--- src/hdl/idr_map.vh ---
// constants for the interrupt delivery router
`ifndef IDR_MAP_VH
`define IDR_MAP_VH
`define IDR_OFF_CTRL        4'h0
`define IDR_OFF_NODE_LIST   4'h1
`define IDR_OFF_DECODE_IDX  4'h2
`define IDR_OFF_DECODE_DATA 4'h3
`define IDR_OFF_LOCAL_CFG   4'h4
`define IDR_OFF_STATUS      4'h5
`define IDR_OFF_ERR_COUNT   4'h6
`define IDR_CTRL_RR_MODE    0
`define IDR_CTRL_EXT_RDIS   2
`define IDR_CTRL_VSEL_LO    3
`define IDR_CTRL_VSEL_HI    4
`define IDR_CTRL_PHYS_BCAST 6
`define IDR_CTRL_RESET      8'h00
`define IDR_MODE_LEG_PHYS   2'h0
`define IDR_MODE_EXT_PHYS   2'h1
`define IDR_MODE_EXT_CLUS   2'h2
`define IDR_MODE_FLAT_LOG   2'h3
`define IDR_LEG_BCAST_ID    8'hFF
`define IDR_EXT_BCAST_ID    32'hFFFFFFFF
`define IDR_CLUS_BCAST_ID   16'hFFFF
`endif

--- src/hdl/idr_decode_mem.v ---
// node decode table memory, registered read
`timescale 1ns/1ps
module idr_decode_mem #(
	parameter AW = 4,
	parameter DW = 6
) (
	input  wire          clk_in,
	input  wire          ce_in,
	input  wire          we_in,
	input  wire [AW-1:0] waddr_in,
	input  wire [DW-1:0] wdata_in,
	input  wire [AW-1:0] raddr_in,
	output reg  [DW-1:0] rdata_out
);
	reg [DW-1:0] mem [0:(1<<AW)-1];
	// no reset on the array or the read register; the read register loads on every enabled cycle
	always @(posedge clk_in) begin
		if (ce_in) begin
			if (we_in) begin
				mem[waddr_in] <= wdata_in;
			end
			rdata_out <= mem[raddr_in];
		end
	end
endmodule // idr_decode_mem

--- src/hdl/idr_pick8.v ---
// eight-way target picker: vector search or round-robin from a start point
`timescale 1ns/1ps
module idr_pick8 (
	input  wire [7:0] mask_in,
	input  wire [2:0] start_in,
	input  wire       rr_in,
	output reg  [2:0] sel_out,
	output reg        found_out
);
	// vector order: +0,+4,+2,+6,+3,+7,+1,+5 ; round-robin order: +0..+7
	function [2:0] step;
		input       rr;
		input [2:0] k;
		begin
			case (k)
				3'h0: step = 3'h0;
				3'h1: step = rr ? 3'h1 : 3'h4;
				3'h2: step = 3'h2;
				3'h3: step = rr ? 3'h3 : 3'h6;
				3'h4: step = rr ? 3'h4 : 3'h3;
				3'h5: step = rr ? 3'h5 : 3'h7;
				3'h6: step = rr ? 3'h6 : 3'h1;
				default: step = 3'h5 + {2'h0, rr} + {2'h0, rr};
			endcase
		end
	endfunction
	integer i;
	reg [2:0] cand;
	always @* begin
		sel_out = 3'h0;
		found_out = 1'b0;
		cand = 3'h0;
		for (i = 7; i >= 0; i = i - 1) begin
			cand = start_in + step(rr_in, i[2:0]);
			if (mask_in[cand]) begin
				sel_out = cand;
				found_out = 1'b1;
			end
		end
	end
endmodule // idr_pick8

--- src/hdl/idr_router.v ---
// interrupt delivery router: classification, node lookup, redirection, fan-out
//
// Summary of operation
// legacy physical target low byte all ones is a broadcast
// extended physical target all 32 bits ones is a broadcast
// extended cluster number bits 31:16 all ones is a broadcast
// non-broadcast goes to owning node; control bit 6 forces broadcast
// physical interrupts never redirected; hint passed through unchanged
// forced physical broadcast clears hint for legacy mode
// extended cluster redirected by vector or round-robin among eight
// after cluster redirection clear hint, keep only chosen mask bit
// control bit 2 disables extended cluster redirection
// with redirection disabled forward cluster interrupt unmodified
// non-broadcast local destination node from the node decode table
// sources give only valid enabled targets; no check is made
// local targets go to local processor, remote to node controller
// physical broadcast sends a physical message to every processor node
// redirected flat logical picks one of eight, sends to all nodes
// broadcast physical or cluster with hint set is an error, dropped
// round-robin starts at lowest enabled bit, moves upward
// flat vector start from bits 6:4, or 5:3, 3:1, 2:0 by field
// one round-robin state per cluster, up to fifteen clusters
// broadcast issues one message per configured node in fixed order
`timescale 1ns/1ps
`include "idr_map.vh"
module idr_router #(
	parameter NODES   = 8,
	parameter NODE_W  = 6,
	parameter CLUSTERS = 15
) (
	input  wire              clk_in,
	input  wire              rst_in,
	input  wire              ce_in,
	input  wire [3:0]        reg_addr_in,
	input  wire [31:0]       reg_wdata_in,
	input  wire              reg_wr_in,
	input  wire              reg_rd_in,
	output reg  [31:0]       reg_rdata_out,
	input  wire              irq_valid_in,
	output wire              irq_ready_out,
	input  wire [1:0]        irq_mode_in,
	input  wire [31:0]       irq_target_in,
	input  wire [7:0]        irq_vector_in,
	input  wire              irq_hint_in,
	input  wire              irq_redirect_in,
	output reg               msg_valid_out,
	input  wire              msg_ready_in,
	output reg               msg_logical_out,
	output reg  [NODE_W-1:0] msg_node_out,
	output reg  [31:0]       msg_target_out,
	output reg  [7:0]        msg_vector_out,
	output reg               msg_hint_out,
	output reg               err_out
);
	localparam ST_IDLE = 2'h0;
	localparam ST_LOOK = 2'h1;
	localparam ST_SEND = 2'h2;
	localparam ST_BCST = 2'h3;
	localparam RR_W    = 3 * (CLUSTERS + 1);

	reg [7:0]            ctrl;
	reg [NODES-1:0]      node_en;
	reg [3:0]            dec_idx;
	reg [4:0]            local_mask;
	reg [4:0]            local_val;
	reg [NODE_W-1:0]     nc_node;
	reg [7:0]            err_count;
	reg [1:0]            state;
	reg [2:0]            bc_idx;
	reg [1:0]            h_mode;
	reg [31:0]           h_target;
	reg [7:0]            h_vector;
	reg                  h_hint;
	wire [RR_W-1:0]      rr_flat;
	wire [NODE_W-1:0]    dec_rdata;
	wire [3:0]           dec_raddr;
	reg [31:0]           next_target;
	reg                  next_hint;
	reg [NODE_W-1:0]     next_node_num;

	wire rr_mode = ctrl[`IDR_CTRL_RR_MODE];
	wire ext_rdis = ctrl[`IDR_CTRL_EXT_RDIS];
	wire phys_bc = ctrl[`IDR_CTRL_PHYS_BCAST];
	wire [1:0] vsel = ctrl[`IDR_CTRL_VSEL_HI:`IDR_CTRL_VSEL_LO];

	// broadcast classification
	function is_bcast;
		input [1:0]  mode;
		input [31:0] tgt;
		begin
			case (mode)
				`IDR_MODE_LEG_PHYS: is_bcast = tgt[7:0] == `IDR_LEG_BCAST_ID;
				`IDR_MODE_EXT_PHYS: is_bcast = tgt == `IDR_EXT_BCAST_ID;
				`IDR_MODE_EXT_CLUS: is_bcast = tgt[31:16] == `IDR_CLUS_BCAST_ID;
				default: is_bcast = 1'b0;
			endcase
		end
	endfunction

	// flat logical targets are a mask and never a broadcast
	wire in_bcast = is_bcast(irq_mode_in, irq_target_in);
	wire h_bcast = is_bcast(h_mode, h_target);
	wire h_phys = (h_mode == `IDR_MODE_LEG_PHYS) || (h_mode == `IDR_MODE_EXT_PHYS);
	wire h_clus = h_mode == `IDR_MODE_EXT_CLUS;
	wire h_flat = h_mode == `IDR_MODE_FLAT_LOG;

	// cluster number 0xFFFF is the broadcast; others fold onto the arbiters
	wire [3:0] clus_idx = (h_target[19:16] == 4'hF) ? 4'hE : h_target[19:16];
	wire [3:0] rr_slot = h_flat ? 4'hF : clus_idx;
	wire [2:0] rr_start = rr_flat[3*rr_slot +: 3];

	reg [2:0] vec_start;
	always @* begin
		case (vsel)
			2'h0: vec_start = h_vector[6:4];
			2'h1: vec_start = h_vector[5:3];
			2'h2: vec_start = h_vector[3:1];
			default: vec_start = h_vector[2:0];
		endcase
	end

	wire [2:0] pick_sel;
	wire       pick_found;
	idr_pick8 u_pick (
		.mask_in   (h_target[7:0]),
		.start_in  (rr_mode ? rr_start : vec_start),
		.rr_in     (rr_mode),
		.sel_out   (pick_sel),
		.found_out (pick_found)
	);

	// table index: cluster number in cluster mode, low target bits otherwise
	function [3:0] table_index;
		input [1:0]  mode;
		input [31:0] tgt;
		begin
			if (mode == `IDR_MODE_EXT_CLUS) begin
				table_index = tgt[19:16];
			end else begin
				table_index = tgt[3:0];
			end
		end
	endfunction

	// the read register must hold the entry by the lookup state, so while idle
	// the table is addressed straight from the request that is about to be taken
	assign dec_raddr = (state == ST_IDLE) ? table_index(irq_mode_in, irq_target_in) :
		table_index(h_mode, h_target);

	wire dec_we = ce_in && reg_wr_in && (reg_addr_in == `IDR_OFF_DECODE_DATA);
	// entries are written through the index register
	idr_decode_mem #(.AW(4), .DW(NODE_W)) u_dec (
		.clk_in    (clk_in),
		.ce_in     (ce_in),
		.we_in     (dec_we),
		.waddr_in  (dec_idx),
		.wdata_in  (reg_wdata_in[NODE_W-1:0]),
		.raddr_in  (dec_raddr),
		.rdata_out (dec_rdata)
	);

	// a single request is held at a time; the source stalls on ready
	assign irq_ready_out = (state == ST_IDLE) && !rst_in;

	wire irq_redirect_ok = !ext_rdis;
	wire do_redir = (h_clus && h_hint && irq_redirect_ok) || (h_flat && h_hint);
	// control bit 6 turns routed physical and cluster traffic into a broadcast
	wire send_bcast = h_bcast || (h_phys && phys_bc) || (h_clus && phys_bc);
	wire is_local = (h_target[8:4] & local_mask) == (local_val & local_mask);

	// next node in the configured list at or after a position
	function [3:0] next_node;
		input [NODES-1:0] en;
		input [2:0]       from;
		integer k;
		begin
			next_node = 4'h8;
			for (k = NODES - 1; k >= 0; k = k - 1) begin
				if (en[k] && (k >= from)) begin
					next_node = k[3:0];
				end
			end
		end
	endfunction

	wire [3:0] bc_first = next_node(node_en, 3'h0);
	wire [3:0] bc_after = (bc_idx == 3'h7) ? 4'h8 : next_node(node_en, bc_idx + 3'h1);

	// fabric node number for a position in the node list
	function [NODE_W-1:0] node_of;
		input [3:0] idx;
		begin
			node_of = {NODE_W{1'b0}};
			node_of[2:0] = idx[2:0];
		end
	endfunction

	// one pointer per cluster so a busy cluster does not skew another's rotation
	wire rr_step = (state == ST_LOOK) && do_redir && pick_found && rr_mode;
	genvar g;
	generate
		for (g = 0; g <= CLUSTERS; g = g + 1) begin : g_rr
			reg [2:0] ptr;
			always @(posedge clk_in or posedge rst_in) begin
				if (rst_in) begin
					ptr <= 3'h0;
				end else if (ce_in && rr_step && (rr_slot == g)) begin
					ptr <= pick_sel + 3'h1;
				end
			end
			assign rr_flat[3*g +: 3] = ptr;
		end
	endgenerate

	// message fields as they leave the lookup state
	always @* begin
		next_target = h_target;
		next_hint = h_hint;
		next_node_num = is_local ? dec_rdata : nc_node;
		if (do_redir) begin
			next_target = {h_target[31:8], 8'h01 << pick_sel};
			next_hint = 1'b0;
		end
		if (phys_bc && (h_mode == `IDR_MODE_LEG_PHYS)) begin
			next_hint = 1'b0;
		end
		if (send_bcast || h_flat) begin
			next_node_num = node_of(bc_first);
		end
	end

	always @(posedge clk_in or posedge rst_in) begin
		if (rst_in) begin
			ctrl <= `IDR_CTRL_RESET;
			node_en <= {NODES{1'b0}};
			dec_idx <= 4'h0;
			local_mask <= 5'h00;
			local_val <= 5'h00;
			nc_node <= {NODE_W{1'b0}};
			err_count <= 8'h00;
			reg_rdata_out <= 32'h00000000;
			state <= ST_IDLE;
			bc_idx <= 3'h0;
			h_mode <= 2'h0;
			h_target <= 32'h00000000;
			h_vector <= 8'h00;
			h_hint <= 1'b0;
			msg_valid_out <= 1'b0;
			msg_logical_out <= 1'b0;
			msg_node_out <= {NODE_W{1'b0}};
			msg_target_out <= 32'h00000000;
			msg_vector_out <= 8'h00;
			msg_hint_out <= 1'b0;
			err_out <= 1'b0;
		end else if (ce_in) begin
			err_out <= 1'b0;
			if (reg_wr_in) begin
				case (reg_addr_in)
					`IDR_OFF_CTRL: ctrl <= reg_wdata_in[7:0];
					`IDR_OFF_NODE_LIST: node_en <= reg_wdata_in[NODES-1:0];
					`IDR_OFF_DECODE_IDX: dec_idx <= reg_wdata_in[3:0];
					`IDR_OFF_LOCAL_CFG: begin
						local_mask <= reg_wdata_in[4:0];
						local_val <= reg_wdata_in[12:8];
						nc_node <= reg_wdata_in[16+NODE_W-1:16];
					end
					default: ;
				endcase
			end
			if (reg_rd_in) begin
				case (reg_addr_in)
					`IDR_OFF_CTRL: reg_rdata_out <= {24'h000000, ctrl};
					`IDR_OFF_NODE_LIST: reg_rdata_out <= {{(32-NODES){1'b0}}, node_en};
					`IDR_OFF_DECODE_IDX: reg_rdata_out <= {28'h0000000, dec_idx};
					`IDR_OFF_LOCAL_CFG: reg_rdata_out <= {{(16-NODE_W){1'b0}}, nc_node,
						3'h0, local_val, 3'h0, local_mask};
					`IDR_OFF_STATUS: reg_rdata_out <= {27'h0000000, bc_idx, state};
					`IDR_OFF_ERR_COUNT: reg_rdata_out <= {24'h000000, err_count};
					default: reg_rdata_out <= 32'h00000000;
				endcase
			end
			case (state)
				ST_IDLE: begin
					if (irq_valid_in) begin
						h_mode <= irq_mode_in;
						h_target <= irq_target_in;
						h_vector <= irq_vector_in;
						h_hint <= irq_hint_in;
						if (in_bcast && irq_hint_in &&
								irq_mode_in != `IDR_MODE_FLAT_LOG) begin
							err_out <= 1'b1;
							err_count <= err_count + 8'h01;
						end else begin
							state <= ST_LOOK;
						end
					end
				end
				ST_LOOK: begin
					msg_logical_out <= !h_phys;
					msg_target_out <= next_target;
					msg_vector_out <= h_vector;
					msg_hint_out <= next_hint;
					msg_node_out <= next_node_num;
					if (do_redir && !pick_found) begin
						// no enabled target under the mask: drop it and count it
						err_out <= 1'b1;
						err_count <= err_count + 8'h01;
						state <= ST_IDLE;
					end else begin
						if (send_bcast || h_flat) begin
							if (bc_first[3]) begin
								state <= ST_IDLE; // empty node list: nothing to deliver
							end else begin
								bc_idx <= bc_first[2:0];
								msg_valid_out <= 1'b1;
								state <= ST_BCST;
							end
						end else begin
							msg_valid_out <= 1'b1;
							state <= ST_SEND;
						end
					end
				end
				ST_SEND: begin
					if (msg_ready_in) begin
						msg_valid_out <= 1'b0;
						state <= ST_IDLE;
					end
				end
				ST_BCST: begin
					if (msg_ready_in) begin
						if (bc_after[3]) begin
							msg_valid_out <= 1'b0;
							state <= ST_IDLE;
						end else begin
							bc_idx <= bc_after[2:0];
							msg_node_out <= node_of(bc_after);
						end
					end
				end
				default: state <= ST_IDLE;
			endcase
		end
	end
endmodule // idr_router

--- config.mk ---
export PLATFORM = sky130hd
export DESIGN_NAME = idr_router
export DESIGN_NICKNAME = d
export VERILOG_FILES = /design/src/hdl/idr_decode_mem.v /design/src/hdl/idr_pick8.v /design/src/hdl/idr_router.v
export VERILOG_INCLUDE_DIRS = /design/src /design/src/hdl
export SDC_FILE = /design/constraint.sdc
export NUM_CORES = 1
export LEC_CHECK = 0
export ABC_AREA = 0
export ABC_CLOCK_PERIOD_IN_PS = 13290
export BUFFER_PORTS_ARGS = -buffer_cell sky130_fd_sc_hd__buf_2
export CORE_MARGIN = 5
export CORE_UTILIZATION = 25
export CTS_BUF_LIST = sky130_fd_sc_hd__clkbuf_8
export DETAILED_ROUTE_END_ITERATION = 8
export GPL_TIMING_DRIVEN = 0
export HOLD_SLACK_MARGIN = 0.03
export SKIP_LAST_GASP = 1
export SLEW_MARGIN = 10
export SYNTH_ARGS = -nofsm -noshare
export SYNTH_HDL_FRONTEND = slang
export SYNTH_HIERARCHICAL = 1
export SYNTH_SLANG_ARGS = --single-unit
--- constraint.sdc ---
create_clock -name clk_in -period 13.29 [get_ports clk_in]
set_input_delay 1.329 -clock clk_in [delete_from_list [all_inputs] [get_ports clk_in]]
set_output_delay 1.329 -clock clk_in [all_outputs]
set_load 0.1 [all_outputs]
==> run_results.csv <==
group,metric,value,unit
logic_synthesis,synth_cell_types,89,
logic_synthesis,synthAdderAreaFrac,0.0175,
logic_synthesis,yosysTopAreaCellShare,0.341,
route,wl_per_cell,19.3,µm
worst_setup_path,rrSetupSlack,6.10,ns
clock_tree,clk_latency,0.64,ns
pwr,irDropWorstVdd,0.156,mV
timing,rsz0062_at_grt,"no",
logic_synthesis,synth-compound-area-share,0.0994,
route,ant_nets,0,
logic_synthesis,synthTopCellsByArea,"dfrtp_1 (34%), edfxtp_1 (20%), mux2_2 (8.4%)",
clock_tree,cts.sink_count,311,
logic_synthesis,synth_flop_cell,"dfrtp_1",
grt,grt_first_pass_wirelength,67100,µm
timing,finalHoldViolCount,0,
route,vias_per_cell,4.84,
route,firstDrtPassIters,6,
logic_synthesis,synth_area,15300,µm²
clock_tree,root_buffer,"clkbuf_8",
die,fp.dieH,258,µm
worst_setup_path,cp.arrival,7.73,ns
die,core,60600,µm²
clock_tree,cts_setup_buffers,0,
run_status,status,"finished, final reports clean",
timing,tightest_slew,1.04,ns
clock_tree,ctsHoldBuffers,0,
worst_hold_path,hold_class,"register to register",
logic_synthesis,synth_xor_area_frac,0.0157,
clock_tree,htree_num_levels,2,
route,drcViolationCount,0,
timing,min_period,7.19,ns
die,rows,90,
logic_synthesis,async_flop_share,0.672,
grt,antenna_found_initial,8,
logic_synthesis,ys_ff_latch,311,
logic_synthesis,synth.avg_cell_area,12.3,µm²
worst_setup_path,cp_cell_sequence,"buf_2, and2_1, buf_2, a31o_2, clkbuf_1, a222oi_1, mux2i_1, a22oi_1, a21oi_1, clkbuf_1, inv_1, fa_1, mux4_1, mux2i_1, nand2b_1, a21oi_1, o21bai_1, a21oi_1, inv_1, ha_1, clkbuf_1, mux2_2",
logic_synthesis,synth_commonest_cells,"dfrtp_1 (209), nand2_1 (196), mux2_2 (114)",
cells_and_area,fin_cells,2276,
worst_setup_path,crit_type,"register to register",
logic_synthesis,post-synth-top-area-cell,"dfrtp_1",
worst_setup_path,start_kind,"register",
timing,slew_viol_final,0,
timing,slew_headroom,0.304,
clock_tree,cts_buffer_depth,3,
logic_synthesis,synth_top_family_by_area,"multiplexers",
place,dp_hpwl,32400,µm
clock_tree,numCtsBuffers,54,
cells_and_area,drive_gt1_frac,0.282,
pwr,p_leak,7.79,nW
die,die_area,66400,µm²
route,wl,43900,µm
cells_and_area,area_growth,18.3,%
clock_tree,cts_tree,"done",
worst_setup_path,required,13.84,ns
timing,fin_crit_sh,0.541,
logic_synthesis,synth.area.mux_share,0.179,
die,dieWidth,258,µm
cells_and_area,final_nets,1559,
worst_setup_path,slowest_delay,0.76,ns
place,gp_congestion,0.868,
grt,grt_pass1_vias,11000,
route,vias,11000,
die,boundaryPins,170,
clock_tree,path_clk_slew,0.06,ns
timing,fmax,139,MHz
grt,grt_max_degree,107,
worst_setup_path,cp_max_fo,10,
timing,setup-tns-final,0,ns
clock_tree,cts-resized-gates,0,
place,port_buffers,140,
worst_setup_path,cp_slowest_cell,"fa_1",
job,cap_violations,0,
grt,grt.total_usage,0.128,
timing,clock_skew,0.0462,ns
route,initialDrtViolationCount,851,
logic_synthesis,synthSimpleGateAreaFrac,0.112,
worst_setup_path,cp_top_family,"buffers and inverters",
logic_synthesis,ys_warn_count,6,
logic_synthesis,ys_seq_area_frac,0.541,
grt,overflow,0,
worst_setup_path,critPathBufInv,7,
timing,setup_violations,0,
worst_setup_path,worstSetupEndpointType,"register",
die,start_util,0.253,
logic_synthesis,syn_inst,1244,
pwr,p_per_area,269,nW/µm²
logic_synthesis,synth_edf_count,102,
logic_synthesis,yosysMostFrequentCell,"dfrtp_1",
cells_and_area,finish.utilization,0.299,
place,dp.cells,2179,
per-stage QoR:
step / power, mW / instance area (µm²) / worst slack, ns / hold WS (ns)
floorplan: 3.36 / 15400 / 6.25 / 0.435
global placement: 4.00 / 17000 / 3.89 / 0.458
detailed placement: 4.04 / 17100 / 6.28 / 0.457
CTS: 4.90 / 18100 / 6.27 / 0.467
global route: 5.18 / 18100 / 5.68 / 0.487
finish: 4.88 / 18100 / 6.10 / 0.463
layout by cell type (no fill, tap or decap), drive strengths merged, types with 4 or more instances in the layout:
cell	n
dfrtp	209
nand2	197
buf	185
mux2	116
edfxtp	102
clkbuf	93
nor2	61
o21ai	57
inv	47
a21oi	45
mux4	44
mux2i	36
a22oi	22
nor3	19
nand4	17
nand3	15
nor2b	15
a22o	15
ha	15
conb	13
nand2b	12
xor2	11
clkinv	9
a222oi	8
and2	7
a221oi	7
nor3b	6
xnor2	6
a211oi	6
nor4	6
a31oi	5
and3	5
o211ai	4
o21bai	4
o22ai	4
fa	4
a21o	4
o32ai	4
path summary, 6_finish.rpt:
| path | startpoint | to | cells after the start |
|---|---|---|---|
| setup / recovery | h_mode[1] | g_rr[12].ptr[1] | 22 |
| hold / removal | h_target[23] | msg_target_out[23] | 2 |
| setup reg to reg | h_mode[1] | g_rr[12].ptr[1] | 22 |
| hold reg to reg | h_target[23] | msg_target_out[23] | 2 |
| max in group asynchronous | rst_in | h_vector[3] | 3 |
| min in group asynchronous | rst_in | h_target[6] | 2 |
worst min-delay path: stages (launching register included):
cell and delay [ns]:
dfrtp_1 0.36, nand2_1 0.05, nand2_1 0.05
per-layer routing:
| metal | global-route usage | wire length [µm] | up-vias |
|---|---|---|---|
| li1 | - | - | 5027 |
| met1 | 0.173 | 19100 | 5540 |
| met2 | 0.207 | 20600 | 355 |
| met3 | 0.0295 | 3050 | 77 |
| met4 | 0.0377 | 1060 | 8 |
| met5 | 0 | 53 | - |
area by class of cell:
type | instances | area (µm²)
Sequential cell | 311 | 8290
Clock buffer | 60 | 826
Tap cell | 782 | 978
Fill cell | 6187 | 42500
Inverter | 26 | 105
Clock inverter | 35 | 211
Antenna cell | 2 | 5.00
Timing Repair Buffer | 141 | 728
Buffer | 77 | 438
Multi-Input combinational cell | 842 | 6540
registers in the layout (all words and copies together) (netlist names), 2 cells and up:
signal           flops
reg_rdata_out       19
bc_idx               3
g_rr.ptr            48
node_en              8
h_target            32
dec_idx              4
local_val            5
msg_target_out      32
state                2
h_mode               2
local_mask           5
err_count            8
ctrl                 8
u_dec/rdata_out      6
msg_vector_out       8
nc_node              6
h_vector             8
msg_node_out         6
u_dec/mem           96
cells by family (layout without fill, tap and decap cells):
kind of cell | count (synthesis) | in the layout
adder cells (fa/ha/maj) | 19 | 19
other | 1 | 15
XOR/XNOR | 21 | 21
buffers and inverters | 103 | 339
AO/OA/AOI/OAI | 219 | 219
AND/OR/NAND/NOR | 374 | 374
multiplexers | 196 | 196
flip-flops | 311 | 311
report_power, final:
group          total [mW]  internal [mW]  leakage, nW  switching (mW)
combinational        2.63          0.881         3.57            1.75
sequential           1.40           1.20         3.63           0.209
clock               0.849          0.452        0.596           0.398
No activity file was read; power rests on OpenSTA's default activity.
